--- src/shared/gpio_pkg.sv ---
package gpio_pkg;

  localparam int PINS = 16;
  localparam int CPU_LINES = 5;

  localparam logic [7:0] OFS_ENABLE = 8'h00;
  localparam logic [7:0] OFS_DIRECTION = 8'h04;
  localparam logic [7:0] OFS_VALUE = 8'h08;
  localparam logic [7:0] OFS_RISE = 8'h0c;
  localparam logic [7:0] OFS_FALL = 8'h10;
  localparam logic [7:0] OFS_HIGH_MASK = 8'h14;
  localparam logic [7:0] OFS_LOW_MASK = 8'h18;
  localparam logic [7:0] OFS_GLOBAL = 8'h1c;
  localparam logic [7:0] OFS_PT_POLARITY = 8'h20;

  localparam int GC_LOGIC_BIT = 0;
  localparam int GC_DV_BIT = 1;
  localparam int GC_EVENT0_SRC_BIT = 2;
  localparam int GC_PIN0_SRC_BIT = 3;
  localparam int GC_POLARITY_BIT = 4;
  localparam int GC_WIDTH = 5;

  localparam logic [15:0] RST_DIRECTION = 16'h0000;
  localparam logic [15:0] RST_VALUE = 16'h0000;
  localparam logic [15:0] RST_MASK = 16'h0000;
  localparam logic [4:0] RST_GLOBAL = 5'h00;

  localparam logic [1:0] MODE_DELTA_OR = 2'h0;
  localparam logic [1:0] MODE_DELTA_AND = 2'h1;
  localparam logic [1:0] MODE_RESERVED = 2'h2;
  localparam logic [1:0] MODE_VALUE_AND = 2'h3;

  typedef struct packed {
    logic combined_polarity;
    logic pin0_output_source;
    logic event0_source_select;
    logic delta_value_select;
    logic logic_and;
  } global_control_t;

  typedef struct packed {
    logic [15:0] out;
    logic [15:0] oe;
  } pin_drive_t;

  typedef struct packed {
    logic [15:0] dma;
    logic [4:0] cpu;
  } event_bus_t;

endpackage : gpio_pkg

--- src/core/gpio_logic_event_combiner.sv ---
// The APB slave port and the register offsets were chosen for this implementation.
`timescale 1ns/1ps
module gpio_logic_event_combiner (
  input wire logic clk,
  input wire logic reset,
  input wire logic psel,
  input wire logic penable,
  input wire logic pwrite,
  input wire logic [31:0] paddr,
  input wire logic [31:0] pwdata,
  output logic [31:0] prdata,
  output logic pready,
  output logic pslverr,
  input wire logic [15:0] config_gpio_strap,
  input wire logic [15:0] pin_in,
  input wire logic [15:0] alt_out,
  input wire logic [15:0] alt_oe,
  output logic [15:0] alt_in,
  output gpio_pkg::pin_drive_t pin_drive,
  output logic combined_logic_event,
  output logic event_line_zero,
  output gpio_pkg::event_bus_t per_pin_event_lines
);
  import gpio_pkg::*;

  logic [15:0] pin_function_enable;
  logic [15:0] direction_bits;
  logic [15:0] pin_value_bits;
  logic [15:0] rise_detect_flags;
  logic [15:0] fall_detect_flags;
  logic [15:0] high_match_mask;
  logic [15:0] low_match_mask;
  logic [15:0] passthrough_polarity;
  global_control_t global_control;

  logic [15:0] pin_meta;
  logic [15:0] pin_level;
  logic [15:0] pin_prev;
  logic [15:0] strap_meta;
  logic [15:0] strap_sync;
  logic [2:0] history_fill;
  // Edges are only believed once the history stage holds a real level, not its reset value.
  // Without this gate a pin that is high at release would set its rise flag by itself.
  wire [15:0] edge_gate = {16{history_fill[2]}};

  // Bus decode. One wait state lets read data and the error flag leave flip-flops.
  wire access = psel & penable;
  wire fire = access & pready;
  wire wr_fire = fire & pwrite;
  wire [7:0] offset = paddr[7:0];
  wire in_range = (paddr[31:8] == 24'h000000) & (paddr[1:0] == 2'h0);
  wire hit_enable = in_range & (offset == OFS_ENABLE);
  wire hit_direction = in_range & (offset == OFS_DIRECTION);
  wire hit_value = in_range & (offset == OFS_VALUE);
  wire hit_rise = in_range & (offset == OFS_RISE);
  wire hit_fall = in_range & (offset == OFS_FALL);
  wire hit_high = in_range & (offset == OFS_HIGH_MASK);
  wire hit_low = in_range & (offset == OFS_LOW_MASK);
  wire hit_global = in_range & (offset == OFS_GLOBAL);
  wire hit_polarity = in_range & (offset == OFS_PT_POLARITY);
  wire mapped = hit_enable | hit_direction | hit_value | hit_rise | hit_fall | hit_high | hit_low
                | hit_global | hit_polarity;

  wire [15:0] wdata16 = pwdata[15:0];

  // Only general-purpose inputs watch the pin; outputs keep their flags.
  wire [15:0] gp_input = pin_function_enable & ~direction_bits;
  wire [15:0] gp_output = pin_function_enable & direction_bits;
  wire [15:0] rise_seen = gp_input & pin_level & ~pin_prev & edge_gate;
  wire [15:0] fall_seen = gp_input & ~pin_level & pin_prev & edge_gate;

  // Value reads back the sampled level on inputs and the stored drive bit on outputs.
  wire [15:0] value_view = (direction_bits & pin_value_bits) | (~direction_bits & pin_level);

  wire [1:0] mode = {global_control.delta_value_select, global_control.logic_and};
  wire any_mask = |(high_match_mask | low_match_mask);

  // Delta sources are the captured flags, value sources the sampled level and its inverse.
  wire [15:0] high_src = global_control.delta_value_select ? pin_level : rise_detect_flags;
  wire [15:0] low_src = global_control.delta_value_select ? ~pin_level : fall_detect_flags;
  wire high_all = &(~high_match_mask | high_src);
  wire low_all = &(~low_match_mask | low_src);
  // A pin masked both ways needs level and inverse at once, so level AND stays false.
  wire and_true = any_mask & high_all & low_all;
  wire or_true = |((high_match_mask & rise_detect_flags) | (low_match_mask & fall_detect_flags));

  logic logic_true;
  always_comb
  begin
    case (mode)
      MODE_DELTA_OR: logic_true = or_true;
      MODE_DELTA_AND: logic_true = and_true;
      MODE_VALUE_AND: logic_true = and_true;
      MODE_RESERVED: logic_true = 1'b0;
      default: logic_true = 1'b0;
    endcase
  end

  // Polarity applies in every mode, the reserved code included.
  wire next_combined = logic_true ^ global_control.combined_polarity;

  // Pass-through lines follow the level or its inverse on enabled inputs only.
  wire [15:0] passthrough_lines = gp_input & (pin_level ^ passthrough_polarity);
  wire next_event_zero = global_control.event0_source_select ? next_combined : passthrough_lines[0];

  logic [15:0] next_lines;
  always_comb
  begin
    next_lines = passthrough_lines;
    next_lines[0] = next_event_zero;
  end

  // Lines 4 to 7 and line zero are the only ones the processor sees.
  wire [4:0] next_cpu = {next_lines[7:4], next_lines[0]};

  // Pin zero may carry the combined event, but only while it is an output.
  logic [15:0] gp_out_value;
  always_comb
  begin
    gp_out_value = pin_value_bits;
    if (gp_output[0] && global_control.pin0_output_source)
    begin
      gp_out_value[0] = next_combined;
    end
  end

  wire [15:0] next_out = (pin_function_enable & gp_out_value) | (~pin_function_enable & alt_out);
  wire [15:0] next_oe = gp_output | (~pin_function_enable & alt_oe);

  // Enabling a pin clears its direction so it never drives before software asks.
  wire [15:0] newly_enabled = wr_fire & hit_enable ? (wdata16 & ~pin_function_enable) : 16'h0000;

  logic [15:0] next_direction;
  always_comb
  begin
    next_direction = direction_bits;
    if (wr_fire && hit_direction)
    begin
      next_direction = wdata16;
    end
    next_direction = next_direction & ~newly_enabled;
  end

  // Write-one-to-clear, with a fresh edge winning over a clear in the same cycle.
  wire [15:0] rise_clear = (wr_fire & hit_rise) ? wdata16 : 16'h0000;
  wire [15:0] fall_clear = (wr_fire & hit_fall) ? wdata16 : 16'h0000;
  wire [15:0] next_rise = (rise_detect_flags & ~rise_clear) | rise_seen;
  wire [15:0] next_fall = (fall_detect_flags & ~fall_clear) | fall_seen;

  // Reserved upper bits read as zero in every register.
  logic [31:0] read_mux;
  always_comb
  begin
    read_mux = 32'h00000000;
    if (hit_enable)
    begin
      read_mux = {16'h0000, pin_function_enable};
    end
    else if (hit_direction)
    begin
      read_mux = {16'h0000, direction_bits};
    end
    else if (hit_value)
    begin
      read_mux = {16'h0000, value_view};
    end
    else if (hit_rise)
    begin
      read_mux = {16'h0000, rise_detect_flags};
    end
    else if (hit_fall)
    begin
      read_mux = {16'h0000, fall_detect_flags};
    end
    else if (hit_high)
    begin
      read_mux = {16'h0000, high_match_mask};
    end
    else if (hit_low)
    begin
      read_mux = {16'h0000, low_match_mask};
    end
    else if (hit_global)
    begin
      read_mux = {27'h0000000, global_control};
    end
    else if (hit_polarity)
    begin
      read_mux = {16'h0000, passthrough_polarity};
    end
  end

  always_ff @(posedge clk)
  begin
    if (reset)
    begin
      pready <= 1'b0;
      prdata <= 32'h00000000;
      pslverr <= 1'b0;
    end
    // The answer comes on the second access cycle. Read data is zero outside it,
    // so a stale word can never be taken by a master that samples late.
    else
    begin
      pready <= access & ~pready;
      prdata <= (access & ~pready & ~pwrite) ? read_mux : 32'h00000000;
      pslverr <= access & ~pready & ~mapped;
    end
  end

  // The strap pins are not on this clock, so they pass two stages before the enable register loads them.
  // These stages run through reset, which is why reset must be held for at least three edges.
  always_ff @(posedge clk)
  begin
    strap_meta <= config_gpio_strap;
    strap_sync <= strap_meta;
  end

  // The level sampled during reset sets each shared pin's role at release.
  always_ff @(posedge clk)
  begin
    if (reset)
    begin
      pin_function_enable <= strap_sync;
    end
    else if (wr_fire && hit_enable)
    begin
      pin_function_enable <= wdata16;
    end
  end

  always_ff @(posedge clk)
  begin
    if (reset)
    begin
      direction_bits <= RST_DIRECTION;
      high_match_mask <= RST_MASK;
      low_match_mask <= RST_MASK;
      passthrough_polarity <= RST_MASK;
      global_control <= RST_GLOBAL;
    end
    else
    begin
      direction_bits <= next_direction;
      if (wr_fire && hit_high)
      begin
        high_match_mask <= wdata16;
      end
      if (wr_fire && hit_low)
      begin
        low_match_mask <= wdata16;
      end
      if (wr_fire && hit_polarity)
      begin
        passthrough_polarity <= wdata16;
      end
      if (wr_fire && hit_global)
      begin
        global_control <= pwdata[GC_WIDTH-1:0];
      end
    end
  end

  always_ff @(posedge clk)
  begin
    if (reset)
    begin
      pin_value_bits <= RST_VALUE;
    end
    else if (wr_fire && hit_value)
    begin
      pin_value_bits <= wdata16;
    end
  end

  // Two stages before any logic looks at a pin; a third gives the previous level.
  always_ff @(posedge clk)
  begin
    if (reset)
    begin
      pin_meta <= 16'h0000;
      pin_level <= 16'h0000;
      pin_prev <= 16'h0000;
    end
    else
    begin
      pin_meta <= pin_in;
      pin_level <= pin_meta;
      pin_prev <= pin_level;
    end
  end

  // A pin that is already high at release would otherwise read as a rising edge on the third edge.
  // The price is that a real transition before the first edge after reset is not recorded.
  always_ff @(posedge clk)
  begin
    if (reset)
    begin
      history_fill <= 3'h0;
    end
    else
    begin
      history_fill <= {history_fill[1:0], 1'b1};
    end
  end

  always_ff @(posedge clk)
  begin
    if (reset)
    begin
      rise_detect_flags <= 16'h0000;
      fall_detect_flags <= 16'h0000;
    end
    else
    begin
      rise_detect_flags <= next_rise;
      fall_detect_flags <= next_fall;
    end
  end

  // Event line zero is also bit zero of the DMA lines.
  always_ff @(posedge clk)
  begin
    if (reset)
    begin
      combined_logic_event <= 1'b0;
      event_line_zero <= 1'b0;
      per_pin_event_lines <= '0;
      pin_drive <= '0;
      alt_in <= 16'h0000;
    end
    else
    begin
      combined_logic_event <= next_combined;
      event_line_zero <= next_event_zero;
      per_pin_event_lines.dma <= next_lines;
      per_pin_event_lines.cpu <= next_cpu;
      pin_drive.out <= next_out;
      pin_drive.oe <= next_oe;
      alt_in <= ~pin_function_enable & pin_level;
    end
  end

endmodule : gpio_logic_event_combiner

--- config.mk ---
export PLATFORM = sky130hd
export DESIGN_NAME = gpio_logic_event_combiner
export DESIGN_NICKNAME = d
export VERILOG_FILES = /design/src/shared/gpio_pkg.sv /design/src/core/gpio_logic_event_combiner.sv
export SDC_FILE = /design/constraint.sdc
export NUM_CORES = 1
export LEC_CHECK = 0
export ABC_AREA = 1
export BUFFER_PORTS_ARGS = -buffer_cell sky130_fd_sc_hd__buf_2
export CORE_UTILIZATION = 35
export DETAILED_ROUTE_END_ITERATION = 8
export SLEW_MARGIN = 30
export SYNTH_ARGS = -nofsm -noshare
export SYNTH_HDL_FRONTEND = slang
export SYNTH_SLANG_ARGS = --single-unit
--- constraint.sdc ---
create_clock -name clk -period 2.9 [get_ports clk]
set_input_delay 0.58 -clock clk [delete_from_list [all_inputs] [get_ports clk]]
set_output_delay 0.58 -clock clk [all_outputs]
set_load 0.005 [all_outputs]
==> reports/qor.csv <==
metric,value,unit
Setup CP Type,in -> reg,
"Slew Viols, Final",0,
WL per Instance,18.6,µm
DR iter-0 viols,1152,
Fin Setup TNS,0,ps
Finished Core Util,0.438,
Final Critical Period,2290,ps
final wirelength,43.4,mm
Cell variety after synth,40,
total core area,0.0348,mm²
sequential area share after synthesis,0.494,
fmax,0.437,GHz
Yosys top cell by area,dfxtp_1,
"Power, Total",9.33,mW
Setup crit end kind,flip-flop,
met1 Usage GRT,0.340,
clock buffer depth,3,
share of cells above drive strength 1,0.182,
GPL Wtd Cong,0.923,
CTS Sinks,299,
"most common cell after layout, fill and taps aside",dfxtp_1,
via count,11875,
GR Util met2,0.356,
RSZ-0062 raised after global routing,false,
Worst Path Max Fanout,16,
Die Area,0.0363,mm²
num rows,68,
Synth Instances,1642,
outcome,"complete, no violations",
HPWL after detailed placement,30.8,mm
largest cells by area after synthesis,"dfxtp_1 46%, o21ai_0 9.7%, a21oi_1 7.3%",
Power per Cell Area,613,mW/mm²
DR pass1 iterations,5,
Leakage,6.46,nW
Multi-input gate area,0.00497,mm²
# setup viols final,0,
FF+latch area,0.00615,mm²
CTS buffer count,35,
part of the cycle the worst path needs,0.789,
Fin Hold WS,160,ps
worst path arrival time,2690,ps
worst vdd ir,0.000411,V
clock skew,9.57,ps
# fillers,3483,
PortBufs,205,
Root Driver,clkbuf_16,
DRC violations left,0,
final hold vios,0,
Mapped Area,0.0124,mm²
largest net degree at the start of global routing,156,
launching element type of the critical path,input pin,
GR Overflow Total,0,
Finished Layout Cells,2330,
worst-margin pin slew,850,ps
Placed Cells,2265,
Worst-path clk slew,60,ps
worst-skew pair later-pin latency,520,ps
vias in the first global route,11041,
antenna-violating nets left,0,
Avg Inst Size Synth,7.58,µm²
most frequent cells in the layout,"283 x dfxtp_1, 240 x o21ai_0, 231 x inv_1",
Post-CTS Setup Inserts,0,
drt via density,5.10,
slew margin rel.,0.433,
Layout area overhead,22.4,%
M3 GR Usage,0.0348,
max cap viols,0,
HP Class,in -> reg,
H-tree levels,2,
die width,191,µm
first-pass GRT wire length,64.8,mm
Global Route Usage Sum,0.237,
Syn. warnings,0,
post-synthesis register bit count,299,
register name with the most flops,pin_drive,
Die Y,191,µm
io pins,238,
WP data required,3300,ps
initial antenna violation count,0,
final net count,1980,
Starting Density,0.358,
CTS tree,done,
post-CTS resize count,0,
CTS Hold Bufs,0,
top cell type's share of synthesized area,0.455,
max FFs per register,32,
GRT busiest layer,met2,
[layout make-up]
cell class,instances,share of cell area
Multi-Input combinational cell,1022,0.326
Inverter,240,0.0591
Antenna cell,1,0.000164
Sequential cell,299,0.404
Clock buffer,46,0.0648
Tap cell,455,0.0374
Clock inverter,18,0.0145
Timing Repair Buffer,249,0.0941
[cells in the mapped netlist (all sizes together)]
library cell  instances
a2111oi               7
a211oi               13
a21boi                1
a21oi               181
a221oi                4
a22o                  3
buf                  45
clkbuf               51
conb                  1
dfxtp               283
edfxtp               16
inv                 240
nand2               231
nand3                42
nand4                31
nor2                144
nor3                 56
nor4                  6
o211ai                7
o21a                  1
o21ai               259
o21bai                9
o22ai                 4
o311ai                1
or2                   1
xnor2                 4
xor2                  1
[worst max-delay path: stages]
cell and delay (ps):
buf_2 100, nor2_2 120, nand2_1 70, nor2_1 140, nand2_1 80, nor2_2 230, buf_4 220, nand3_2 340
inv_2 210, nand2_1 110, buf_4 210, o21ai_0 190, a21oi_1 60
[metal layers]
| metal | share of wire | wire (µm) | up-vias |
|---|---|---|---|
| li1 | - | - | 5799 |
| met1 | 0.46 | 20100 | 5460 |
| met2 | 0.43 | 18600 | 547 |
| met3 | 0.078 | 3370 | 69 |
| met4 | 0.031 | 1340 | 0 |
| met5 | 0 | 0 | - |
[cells by family after synthesis]
kind of cell           count (synthesis)  share of synthesized area
buffers and inverters                336                      0.111
AND/OR/NAND/NOR                      511                      0.179
flip-flops                           299                      0.494
other                                  1                   0.000301
XOR/XNOR                               5                    0.00352
AO/OA/AOI/OAI                        490                      0.212
[power by group]
part	internal (mW)	switching [mW]	total, mW
sequential	4.26	0.0750	4.33
combinational	0.160	0.278	0.437
clock	2.78	1.78	4.56
[path summary, 6_finish.rpt]
path,startpoint,endpoint,slack [ps],depth (start not counted)
worst min-delay path,config_gpio_strap[0],strap_meta[0]$_DFF_P_,160,1
worst min register to register,strap_meta[2]$_DFF_P_,strap_sync[2]$_DFF_P_,330,0
worst max register to register,global_control[1]$_SDFFE_PP0P_,per_pin_event_lines[5]$_SDFF_PP0_,690,12
worst max-delay path,paddr[1],passthrough_polarity[0]$_SDFFE_PP0P_,610,13
[stage by stage]
| stage | cell area, µm² | setup slack (ps) |
|---|---|---|
| after floorplan | 12500 | 452 |
| after global placement | 14000 | 198 |
| after detailed placement | 14000 | 96.5 |
| after CTS | 15200 | 631 |
| after global routing | 15200 | 371 |
| final | 15200 | 612 |
Power figures use the tool's default switching activity.
